<file path="config.mk">
export PLATFORM = sky130hd
export DESIGN_NAME = dac_overdrive_update_control
export DESIGN_NICKNAME = d
export VERILOG_FILES = /design/src/hdl/ovd_channel.v /design/src/hdl/glide_timer.v /design/src/hdl/dac_overdrive_update_control.v
export VERILOG_INCLUDE_DIRS = /design/src /design/src/hdl
export SDC_FILE = /design/constraint.sdc
export NUM_CORES = 1
export LEC_CHECK = 0
export ABC_AREA = 1
export BUFFER_PORTS_ARGS = -buffer_cell sky130_fd_sc_hd__buf_2
export CORE_ASPECT_RATIO = 1.25
export CORE_MARGIN = 1
export CORE_UTILIZATION = 40
export CTS_CLUSTER_SIZE = 28
export DETAILED_ROUTE_END_ITERATION = 16
export RECOVER_POWER = 25
export SETUP_SLACK_MARGIN = 0.1
export SLEW_MARGIN = 20
export SYNTH_ARGS = -nofsm -noshare
export SYNTH_HDL_FRONTEND = slang
export SYNTH_HIERARCHICAL = 1
export SYNTH_SLANG_ARGS = --single-unit
</file>
<file path="constraint.sdc">
create_clock -name I_CORE_CLK -period 9.3 [get_ports I_CORE_CLK]
set_input_delay 1.86 -clock I_CORE_CLK [delete_from_list [all_inputs] [get_ports I_CORE_CLK]]
set_output_delay 1.86 -clock I_CORE_CLK [all_outputs]
set_load 0.02 [all_outputs]
</file>
<file path="src/hdl/dac_ovd_consts.vh">
// constants for the four-channel overdrive update controller
`ifndef DAC_OVD_CONSTS_VH
`define DAC_OVD_CONSTS_VH

// ==========================================
// clocking and timebase
`define CLK_FREQ_HZ 20000000
`define CLK_PERIOD_NS 50
`define TB_FREQ_HZ 2000000
`define TB_DIV_CYCLES (`CLK_FREQ_HZ / `TB_FREQ_HZ)
`define TB_TICKS_PER_US (`TB_FREQ_HZ / 1000000)
`define GLIDE_UNIT_US 2

// ==========================================
// overdrive offset and timing
`define OVD_DELTA_MV 4000
`define STEP_LO_MV 189
`define STEP_HI_MV 220
`define OFS_CODE_LO ((`OVD_DELTA_MV + `STEP_LO_MV / 2) / `STEP_LO_MV)
`define OFS_CODE_HI ((`OVD_DELTA_MV + `STEP_HI_MV / 2) / `STEP_HI_MV)
`define OVD_NS_PER_CODE 250
`define OVD_CYC_PER_CODE ((`OVD_NS_PER_CODE + `CLK_PERIOD_NS - 1) / `CLK_PERIOD_NS)
`define OVD_MIN_NS 1000
`define OVD_MIN_CYC ((`OVD_MIN_NS + `CLK_PERIOD_NS - 1) / `CLK_PERIOD_NS)
`define CODE_MAX 7'h7f

// ==========================================
// register word indexes (byte address = index * 4)
`define IDX_CFG 4'h0
`define IDX_MODE 4'h1
`define IDX_TRIG 4'h2
`define IDX_VAL_A 4'h3
`define IDX_STATUS 4'h7
`define IDX_CODE_A 4'h8
`define IDX_LAST 4'hb
`define IDX_NONE 4'hf

// ==========================================
// field positions
`define CFG_RANGE_BIT 0
`define CFG_BOOST_LSB 4
`define CFG_EN_LSB 8
`define CFG_LOWPWR_BIT 12
`define CFG_AUTOTRIG_BIT 13
`define CFG_ANTTRIG_BIT 14
`define MODE_RISE_LSB 8
`define MODE_FALL_LSB 12
`define MODE_ADJ_LSB 16
`define MODE_GLIDE_LSB 20
`define VAL_STYLE_BIT 7

// ==========================================
// reset values
`define CFG_RESET 32'h000020d0
`define MODE_RESET 32'h00003300
`define VAL_RESET 8'h80

`endif

</file>
<file path="src/hdl/ovd_channel.v">
// one output channel: direct update and autonomous overdrive sequencer
`include "dac_ovd_consts.vh"

module ovd_channel (
    input wire i_clk,
    input wire i_rst_n,
    input wire i_trig,
    input wire i_enable,
    input wire i_low_power,
    input wire i_ovd_req,
    input wire i_step_sel,
    input wire [6:0] i_target,
    input wire [2:0] i_rise_scale,
    input wire [2:0] i_fall_scale,
    input wire [1:0] i_low_adj,
    output reg [6:0] o_code,
    output reg o_busy
);
    // ==========================================
    // state
    reg [11:0] timer_r;  // overdrive cycles left
    reg [6:0] tgt_r;     // final code held during overdrive
    reg woke_r;          // channel has been through low power
    // offset codes as 32-bit constants, trimmed below
    wire [31:0] ofs_lo_w = `OFS_CODE_LO;
    wire [31:0] ofs_hi_w = `OFS_CODE_HI;
    // ==========================================
    // offset and direction arithmetic
    wire [6:0] old_code = woke_r ? 7'h00 : o_code;
    wire rise = i_target > old_code;
    wire [6:0] diff = rise ? (i_target - old_code) : (old_code - i_target);
    wire [6:0] ofs = i_step_sel ? ofs_hi_w[6:0] : ofs_lo_w[6:0];
    wire [7:0] up_sum = {1'b0, i_target} + {1'b0, ofs};
    wire [6:0] up_code = up_sum[7] ? `CODE_MAX : up_sum[6:0];
    wire [6:0] dn_code = (i_target < ofs) ? 7'h00 : (i_target - ofs);
    wire low_tgt = i_target < ofs;  // target below the 4 V offset
    // ==========================================
    // overdrive duration
    wire [31:0] base_w = diff * `OVD_CYC_PER_CODE + `OVD_MIN_CYC;
    wire [2:0] scale = rise ? i_rise_scale : i_fall_scale;
    wire [31:0] scaled_w = (base_w * (32'd8 + scale)) >> 3;
    wire [31:0] adj_w = scaled_w + ((scaled_w * i_low_adj) >> 2);
    wire [31:0] time_w = (!rise && low_tgt) ? adj_w : scaled_w;

    // sequencer: trigger, countdown and abandon
    always @(posedge i_clk or negedge i_rst_n) begin
        if (!i_rst_n) begin
            o_code <= 7'h00;
            o_busy <= 1'b0;
            timer_r <= 12'h000;
            tgt_r <= 7'h00;
            woke_r <= 1'b0;
        end else begin
            if (i_low_power) begin
                woke_r <= 1'b1;
            end
            if (o_busy && !i_enable) begin
                // disabled mid-overdrive: settle on the target
                o_code <= tgt_r;
                o_busy <= 1'b0;
            end else if (i_trig) begin
                if (!i_low_power) begin
                    woke_r <= 1'b0;
                end
                if (o_busy) begin
                    o_code <= i_target;
                    o_busy <= 1'b0;
                end else if (i_target != old_code) begin
                    if (i_ovd_req) begin
                        o_code <= rise ? up_code : dn_code;
                        timer_r <= time_w[11:0];
                        tgt_r <= i_target;
                        o_busy <= 1'b1;
                    end else begin
                        o_code <= i_target;
                    end
                end
            end else if (o_busy) begin
                if (timer_r == 12'h000) begin
                    o_code <= tgt_r;
                    o_busy <= 1'b0;
                end else begin
                    timer_r <= timer_r - 12'h001;
                end
            end
        end
    end
endmodule

</file>
<file path="src/hdl/glide_timer.v">
// shared glide step-interval decode and tick generator
`include "dac_ovd_consts.vh"

module glide_timer (
    input wire i_clk,
    input wire i_rst_n,
    input wire [4:0] i_step,
    output reg o_tick,
    output wire [6:0] o_interval_us
);
    // ==========================================
    // decode: 2 us times (field + 1)
    function [6:0] interval_us;
        input [4:0] f;
        reg [31:0] us;  // full-width product, at most 64
        begin
            us = ({27'h0, f} + 32'h00000001) * `GLIDE_UNIT_US;
            interval_us = us[6:0];
        end
    endfunction

    wire [31:0] tb_div_w = `TB_DIV_CYCLES;
    wire [31:0] tb_per_us_w = `TB_TICKS_PER_US;
    // timebase ticks per glide step, at most 128
    wire [7:0] ticks_w = {1'b0, interval_us(i_step)} * tb_per_us_w[7:0];
    reg [3:0] pre_r;   // core clock to 2 MHz prescaler
    reg [7:0] cnt_r;   // timebase ticks in current step
    wire tb_pulse = (pre_r == tb_div_w[3:0] - 4'h1);

    assign o_interval_us = interval_us(i_step);

    // divide the core clock down to the timebase, then to the step
    always @(posedge i_clk or negedge i_rst_n) begin
        if (!i_rst_n) begin
            pre_r <= 4'h0;
            cnt_r <= 8'h00;
            o_tick <= 1'b0;
        end else begin
            o_tick <= 1'b0;
            pre_r <= tb_pulse ? 4'h0 : pre_r + 4'h1;
            if (tb_pulse) begin
                if (cnt_r >= ticks_w - 8'h01) begin
                    cnt_r <= 8'h00;
                    o_tick <= 1'b1;
                end else begin
                    cnt_r <= cnt_r + 8'h01;
                end
            end
        end
    end
endmodule

</file>
<file path="src/hdl/dac_overdrive_update_control.v">
// top: APB registers, trigger sources and four overdrive channels
//
// Our own choices: the APB interface to the registers and the placing of the registers.
`include "dac_ovd_consts.vh"

module dac_overdrive_update_control (
    input wire I_CORE_CLK,
    input wire I_RESET_N,
    input wire I_PSEL,
    input wire I_PENABLE,
    input wire I_PWRITE,
    input wire [11:0] I_PADDR,
    input wire [31:0] I_PWDATA,
    input wire I_ANT_SEL,
    output reg [31:0] O_PRDATA,
    output reg O_PREADY,
    output reg O_PSLVERR,
    output wire [6:0] O_CODE_A,
    output wire [6:0] O_CODE_B,
    output wire [6:0] O_CODE_C,
    output wire [6:0] O_CODE_D,
    output reg [3:0] O_DRIVE_EN,
    output wire [3:0] O_STEP_SEL,
    output wire O_RANGE_SEL,
    output wire [3:0] O_BOOST_CODE,
    output wire O_GLIDE_TICK,
    output wire [3:0] O_BUSY
);
    // ==========================================
    // reset release
    reg rst_meta_r;  // first stage, read only by second
    reg rst_n_r;     // released reset used everywhere

    // two-stage release of the asynchronous reset
    always @(posedge I_CORE_CLK or negedge I_RESET_N) begin
        if (!I_RESET_N) begin
            rst_meta_r <= 1'b0;
            rst_n_r <= 1'b0;
        end else begin
            rst_meta_r <= 1'b1;
            rst_n_r <= rst_meta_r;
        end
    end

    // ==========================================
    // address decode
    // word index for a byte address, none when unmapped
    function [3:0] reg_sel;
        input [11:0] a;
        begin
            if (a[11:6] != 6'h00 || a[1:0] != 2'b00) begin
                reg_sel = `IDX_NONE;
            end else if (a[5:2] > `IDX_LAST) begin
                reg_sel = `IDX_NONE;
            end else begin
                reg_sel = a[5:2];
            end
        end
    endfunction

    // ==========================================
    // registers
    reg [31:0] cfg_r;       // range, boost, enables, power, trigger sources
    reg [31:0] mode_r;      // channel modes, time scales, glide step
    reg [31:0] val_r;       // four value bytes, channel a lowest
    reg [3:0] trig_r;       // per-channel trigger, one cycle
    reg [3:0] trig_nxt;     // combined trigger sources
    reg ant_prev_r;         // pad level last cycle
    reg [31:0] rdata_nxt;   // read mux
    wire [3:0] sel = reg_sel(I_PADDR);
    wire setup = I_PSEL && !I_PENABLE;
    wire wr_go = I_PSEL && I_PENABLE && O_PREADY && I_PWRITE;  // write strobe
    wire [27:0] codes_w;    // applied codes, 7 bits each
    wire [6:0] glide_us_w;  // decoded glide interval
    wire low_power = cfg_r[`CFG_LOWPWR_BIT];
    wire [3:0] boost = cfg_r[`CFG_BOOST_LSB +: 4];
    wire [6:0] ceiling = {boost, 3'b111};  // usable top code
    wire ant_toggle = (I_ANT_SEL ^ ant_prev_r) && cfg_r[`CFG_ANTTRIG_BIT];

    assign O_RANGE_SEL = cfg_r[`CFG_RANGE_BIT];
    assign O_BOOST_CODE = boost;
    assign O_CODE_A = codes_w[6:0];
    assign O_CODE_B = codes_w[13:7];
    assign O_CODE_C = codes_w[20:14];
    assign O_CODE_D = codes_w[27:21];

    // ==========================================
    // apb access timing
    // zero-wait slave: ready in the access cycle, data registered in setup
    always @(posedge I_CORE_CLK or negedge rst_n_r) begin
        if (!rst_n_r) begin
            O_PREADY <= 1'b0;
            O_PSLVERR <= 1'b0;
            O_PRDATA <= 32'h00000000;
        end else begin
            O_PREADY <= setup;
            O_PSLVERR <= setup && (sel == `IDX_NONE);
            if (setup) begin
                O_PRDATA <= I_PWRITE ? 32'h00000000 : rdata_nxt;
            end
        end
    end

    // read mux, unmapped and write-only words read zero
    always @* begin
        rdata_nxt = 32'h00000000;
        case (sel)
            `IDX_CFG: begin
                rdata_nxt = cfg_r;
            end
            `IDX_MODE: begin
                rdata_nxt = mode_r;
            end
            4'h3, 4'h4, 4'h5, 4'h6: begin
                rdata_nxt = {24'h000000, val_r[(sel - `IDX_VAL_A) * 8 +: 8]};
            end
            `IDX_STATUS: begin
                rdata_nxt = {9'h000, glide_us_w, 4'h0, O_DRIVE_EN, 4'h0, O_BUSY};
            end
            4'h8, 4'h9, 4'ha, 4'hb: begin
                rdata_nxt = {25'h0000000, codes_w[(sel - `IDX_CODE_A) * 7 +: 7]};
            end
            default: begin
                rdata_nxt = 32'h00000000;
            end
        endcase
    end

    // ==========================================
    // register writes
    // configuration and value storage
    always @(posedge I_CORE_CLK or negedge rst_n_r) begin
        if (!rst_n_r) begin
            cfg_r <= `CFG_RESET;
            mode_r <= `MODE_RESET;
            val_r <= {4{`VAL_RESET}};
        end else if (wr_go) begin
            case (sel)
                `IDX_CFG: begin
                    cfg_r <= {17'h00000, I_PWDATA[14:0]};
                end
                `IDX_MODE: begin
                    mode_r <= {7'h00, I_PWDATA[24:0]};
                end
                4'h3, 4'h4, 4'h5, 4'h6: begin
                    val_r[(sel - `IDX_VAL_A) * 8 +: 8] <= I_PWDATA[7:0];
                end
                default: begin
                    cfg_r <= cfg_r;
                end
            endcase
        end
    end

    // ==========================================
    // trigger sources
    // software word, pad toggle and post-write trigger, one cycle late
    always @* begin
        trig_nxt = ant_toggle ? 4'hf : 4'h0;
        if (wr_go && sel == `IDX_TRIG) begin
            trig_nxt = trig_nxt | I_PWDATA[3:0];
        end
        if (wr_go && sel >= `IDX_VAL_A && sel < `IDX_STATUS &&
            cfg_r[`CFG_AUTOTRIG_BIT]) begin
            case (sel)
                4'h3: begin
                    trig_nxt = trig_nxt | 4'h1;
                end
                4'h4: begin
                    trig_nxt = trig_nxt | 4'h2;
                end
                4'h5: begin
                    trig_nxt = trig_nxt | 4'h4;
                end
                default: begin
                    trig_nxt = trig_nxt | 4'h8;
                end
            endcase
        end
    end

    // trigger register and pad history
    always @(posedge I_CORE_CLK or negedge rst_n_r) begin
        if (!rst_n_r) begin
            trig_r <= 4'h0;
            ant_prev_r <= 1'b0;
        end else begin
            trig_r <= trig_nxt;
            ant_prev_r <= I_ANT_SEL;
        end
    end

    // ==========================================
    // output drive enables
    // pins float in reset, low power or when disabled
    always @(posedge I_CORE_CLK or negedge rst_n_r) begin
        if (!rst_n_r) begin
            O_DRIVE_EN <= 4'h0;
        end else begin
            O_DRIVE_EN <= low_power ? 4'h0 : cfg_r[`CFG_EN_LSB +: 4];
        end
    end

    // ==========================================
    // channels
    genvar c;
    generate
        for (c = 0; c < 4; c = c + 1) begin : g_chan
            wire [7:0] v = val_r[c * 8 +: 8];
            // clamp the requested code to the boost ceiling
            wire [6:0] tgt = (v[6:0] > ceiling) ? ceiling : v[6:0];
            // style bit low and the channel's overdrive mode bit set in mode_r
            wire req = !v[`VAL_STYLE_BIT] && mode_r[2 * c + 1];
            assign O_STEP_SEL[c] = mode_r[2 * c];
            ovd_channel u_chan (
                .i_clk(I_CORE_CLK),
                .i_rst_n(rst_n_r),
                .i_trig(trig_r[c]),
                .i_enable(cfg_r[`CFG_EN_LSB + c]),
                .i_low_power(low_power),
                .i_ovd_req(req),
                .i_step_sel(mode_r[2 * c]),
                .i_target(tgt),
                .i_rise_scale(mode_r[`MODE_RISE_LSB +: 3]),
                .i_fall_scale(mode_r[`MODE_FALL_LSB +: 3]),
                .i_low_adj(mode_r[`MODE_ADJ_LSB +: 2]),
                .o_code(codes_w[c * 7 +: 7]),
                .o_busy(O_BUSY[c])
            );
        end
    endgenerate

    // ==========================================
    // glide step timing
    glide_timer u_glide (
        .i_clk(I_CORE_CLK),
        .i_rst_n(rst_n_r),
        .i_step(mode_r[`MODE_GLIDE_LSB +: 5]),
        .o_tick(O_GLIDE_TICK),
        .o_interval_us(glide_us_w)
    );
endmodule

</file>
==> summary.txt <==
Routing
  • Via density: 5.11
  • Met2 WL post-DR: 52.8 mm
  • DR DRC count: 0
  • Vias: 32,700
  • Wire length per cell: 16.2 um
  • DRT Pass-1 Iters: 6
  • Initial DRC Count: 1,782
  • Met3 wire length: 3.99 mm
  • DRT met1 WL: 42.2 mm
  • DRT antenna net count: 0
  • Max layer used: met5
  • Routed wire length: 103 mm

STA
  • Crit share post-route: 107%
  • FMAX: 101 MHz
  • RSZ-0062 raised after global routing: true
  • Hold_ws: 357 ps
  • Final worst slack: -605 ps
  • Worst Max-Slew Pin Slew: 3750 ps
  • Slew Limit Headroom: -150%
  • Clk_skew: 11.5 ps
  • Min Tclk post-route: 9900 ps
  • Final hold violations: 0
  • Slew Limit Fails: 240
  • # setup viols final: 26

Placement
  • Pre-CTS WS: -770 ps
  • RD Place Congestion: 0.928
  • Post-placement cell count: 6,163
  • IO buf count: 115
  • DP HPWL: 77.7 mm
  • Area after DPL: 0.0386 sq mm

Worst setup path
  • Worst path arrival time: 10,420 ps
  • CP peak stage delay: 550 ps
  • FF-to-FF End: g_chan[1].u_chan/timer_r[11]$_DFFE_PN0P_
  • Worst path slowest cell: dfstp_2
  • Crit path kind: flop to flop
  • Reg2reg path depth: 59
  • Worst reg2reg path startpoint: cfg_r[7]$_DFFE_PN1P_
  • Worst EP required: 9820 ps
  • Maximum fanout along the worst path: 7
  • Element type at the critical path end: flop
  • Critical Path Start Type: flop
  • FF-to-FF setup slack: -600 ps

GRT
  • Grt ovf: 0
  • Vias in the first global route: 31,900
  • First-pass GRT wire length: 159 mm
  • Initial antenna violation count: 4
  • Largest net degree at the start of global routing: 72
  • GRT Util Overall: 24.9%

Yosys
  • Number of flops mapped to enable cells by yosys: 0
  • Syn avg cell area: 6.81 sq um
  • Synth Cell Area: 0.0310 sq mm
  • Cells after Synth: 4,554
  • Cell taking the most area after synthesis: dfrtp_1
  • Share of synthesized flip-flops with an asynchronous set or reset: 100%
  • Syn. warnings: 6
  • Synth cell types: 72
  • Post-synth top flop: dfrtp_1
  • Synth top area share: 18.0%
  • Register area share after synthesis: 19.0%
  • Synth area leaders: dfrtp_1, ha_1, nand2_1
  • Synth Register Bits: 235

Cells and area
  • Design area: 0.0448 sq mm
  • Final std cells w/o fill: 6,400
  • Layout Nets: 5,929
  • Final core utilization: 58.6%
  • Area delta synth->final: 44.3%
  • Layout cells sized above 1: 35.7%

Clock network
  • Clk sinks: 235
  • Total CTS buffers: 29
  • Clk Latency, worst-skew pair: 590 ps
  • CTS tree: built
  • Max clock buf depth: 3
  • CTS H-tree depth: 1
  • Clock-pin slew on the worst setup and hold paths: 60 ps
  • CTS Hold Bufs: 0
  • CTS Root Cell: clkbuf_16

Floorplan
  • Die area: 0.0787 sq mm
  • Core Area: 0.0763 sq mm
  • Die X: 251 um
  • Die Y: 313 um
  • Rows: 113
  • # IOs: 130
  • Initial core utilization: 40.6%

Power and ir drop
  • P_leak: 22.7 nW
  • Sw Share: 22.7%
  • Pwr/cell area: 53.2 mW/mm^2
  • Peak VDD IR: 0.000136 V
  • P_sw: 0.000541 W
  • Clock share of power: 54.4%
  • Sequential share of power: 43.3%
  • Cell Int Power: 0.00184 W
  • Logic pwr share: 2.3%

Hold path
  • Hold EP: rst_n_r$_DFF_PN0_
  • Worst hold path type: flop to flop
  • Worst hold start: rst_meta_r$_DFF_PN0_
  • Hold Crit Depth: 0

Outcome
  • Status: complete, but fails checks
  • Violated checks: capacitance limit, slew limit, setup timing

Run
  • Max-Cap Viols: 4
area by class of cell:
| class | instances | area [sq um] |
|---|---|---|
| Sequential cell | 235 | 5900 |
| Multi-Input combinational cell | 3389 | 26500 |
| Tap cell | 977 | 1220 |
| Clock inverter | 13 | 239 |
| Fill cell | 6918 | 31600 |
| Antenna cell | 1 | 2.50 |
| Clock buffer | 41 | 851 |
| Timing Repair Buffer | 913 | 6880 |
| Inverter | 831 | 3170 |
metal layers:
metal | up-vias | track usage [%]
met5 | - | 0
met1 | 15500 | 30.0
met3 | 186 | 2.06
met2 | 667 | 45.6
li1 | 16400 | -
met4 | 4 | 9.85
critical path, delay by kind of cell (launching register included):
kind,cells,cell delay (ps)
fa+ha+maj,11,3780
simple gates,20,1720
buf+inv,16,1690
compound gates,9,1610
flops,1,550
xor+xnor,3,450
timing repair:
item,4_1_cts,5_1_grt
setup endpoints to repair,35,42
gates resized for setup,314,524
endpoints found under the hold margin,0,0
cloned,0,0
pin swaps,352,450
buffers inserted,124,77
registers in the layout, indices dropped and copies added (netlist names), 8 cells and up:
signal	count
u_glide/cnt_r	8
mode_r	25
cfg_r	15
val_r	32
O_PRDATA	25
g_chan.u_chan/timer_r	48
g_chan.u_chan/o_code	28
g_chan.u_chan/tgt_r	28
cells in the mapped netlist (all sizes together) (7+ instances only):
cell,count
a21oi,321
a21o,18
nor3,27
o211ai,38
dfrtp,223
buf,43
o221ai,16
or2,19
nand3,281
fa,98
o21ai,327
xnor2,49
ha,382
a22oi,27
a21boi,13
a31oi,19
o21bai,22
clkinv,13
xor2,115
nand4,36
nand2,997
nor4,12
clkbuf,62
and2,9
a22o,13
a221oi,7
o22ai,9
nor2,473
inv,818
dfstp,12
nand3b,10
power by group through the flow:
stage	logic [W]	registers (W)	clock network, W
2_1_floorplan	0.0000198	0.00106	0
3_3_place_gp	0.0000563	0.00105	0
3_5_place_dp	0.0000564	0.00105	0
4_1_cts	0.0000566	0.00103	0.00132
5_1_grt	0.0000614	0.00103	0.00136
6_report	0.0000554	0.00103	0.00130
logic make-up after synthesis:
kind of cell	share of synthesized area [%]
simple gates	26.4
buf+inv	11.7
compound gates	16.2
fa+ha+maj	21.7
flops	19.0
xor+xnor	4.82
mux	0.129
other cells	0.0363
through the flow:
stage,power [W],TNS [ps]
floorplan,0.00108,-1670
global placement,0.00111,-13830
detailed placement,0.00111,-15540
CTS,0.00240,-7260
global route,0.00245,-24550
finish,0.00238,-9690
cells in the final DEF (no fill, tap or decap), types with 14 or more instances in the layout:
cell type / count
xor2_1: 80
xor2_2: 26
xnor2_2: 18
ha_4: 134
clkbuf_16: 29
buf_6: 71
nor2_4: 50
nand2_2: 131
o21ai_0: 198
buf_2: 112
o21ai_2: 41
o211ai_1: 38
inv_1: 698
a21oi_2: 84
xnor2_1: 28
nand4_1: 32
a22oi_1: 26
o21bai_1: 19
nand3_1: 227
inv_2: 108
buf_4: 719
nor2_1: 362
ha_2: 14
nand2_4: 72
nand2_1: 790
a21o_1: 18
fa_1: 91
nand3_2: 47
a21oi_1: 217
ha_1: 234
a21oi_4: 20
dfrtp_1: 223
o21ai_1: 58
o21ai_4: 30
nor2_2: 59
how the worst max path moves through the flow:
| stage | startpoint | endpoint | slack (ps) |
|---|---|---|---|
| floorplan | cfg_r[6]$_DFFE_PN1P_ | g_chan[2].u_chan/timer_r[11]$_DFFE_PN0P_ | -310 |
| global placement | cfg_r[7]$_DFFE_PN1P_ | g_chan[1].u_chan/timer_r[10]$_DFFE_PN0P_ | -680 |
| detailed placement | cfg_r[7]$_DFFE_PN1P_ | g_chan[2].u_chan/timer_r[11]$_DFFE_PN0P_ | -770 |
| CTS | cfg_r[7]$_DFFE_PN1P_ | g_chan[3].u_chan/timer_r[10]$_DFFE_PN0P_ | -530 |
| global route | cfg_r[7]$_DFFE_PN1P_ | g_chan[1].u_chan/timer_r[11]$_DFFE_PN0P_ | -1100 |
| finish | cfg_r[7]$_DFFE_PN1P_ | g_chan[1].u_chan/timer_r[11]$_DFFE_PN0P_ | -600 |
Note: power is estimated with default switching activity, not from simulation.
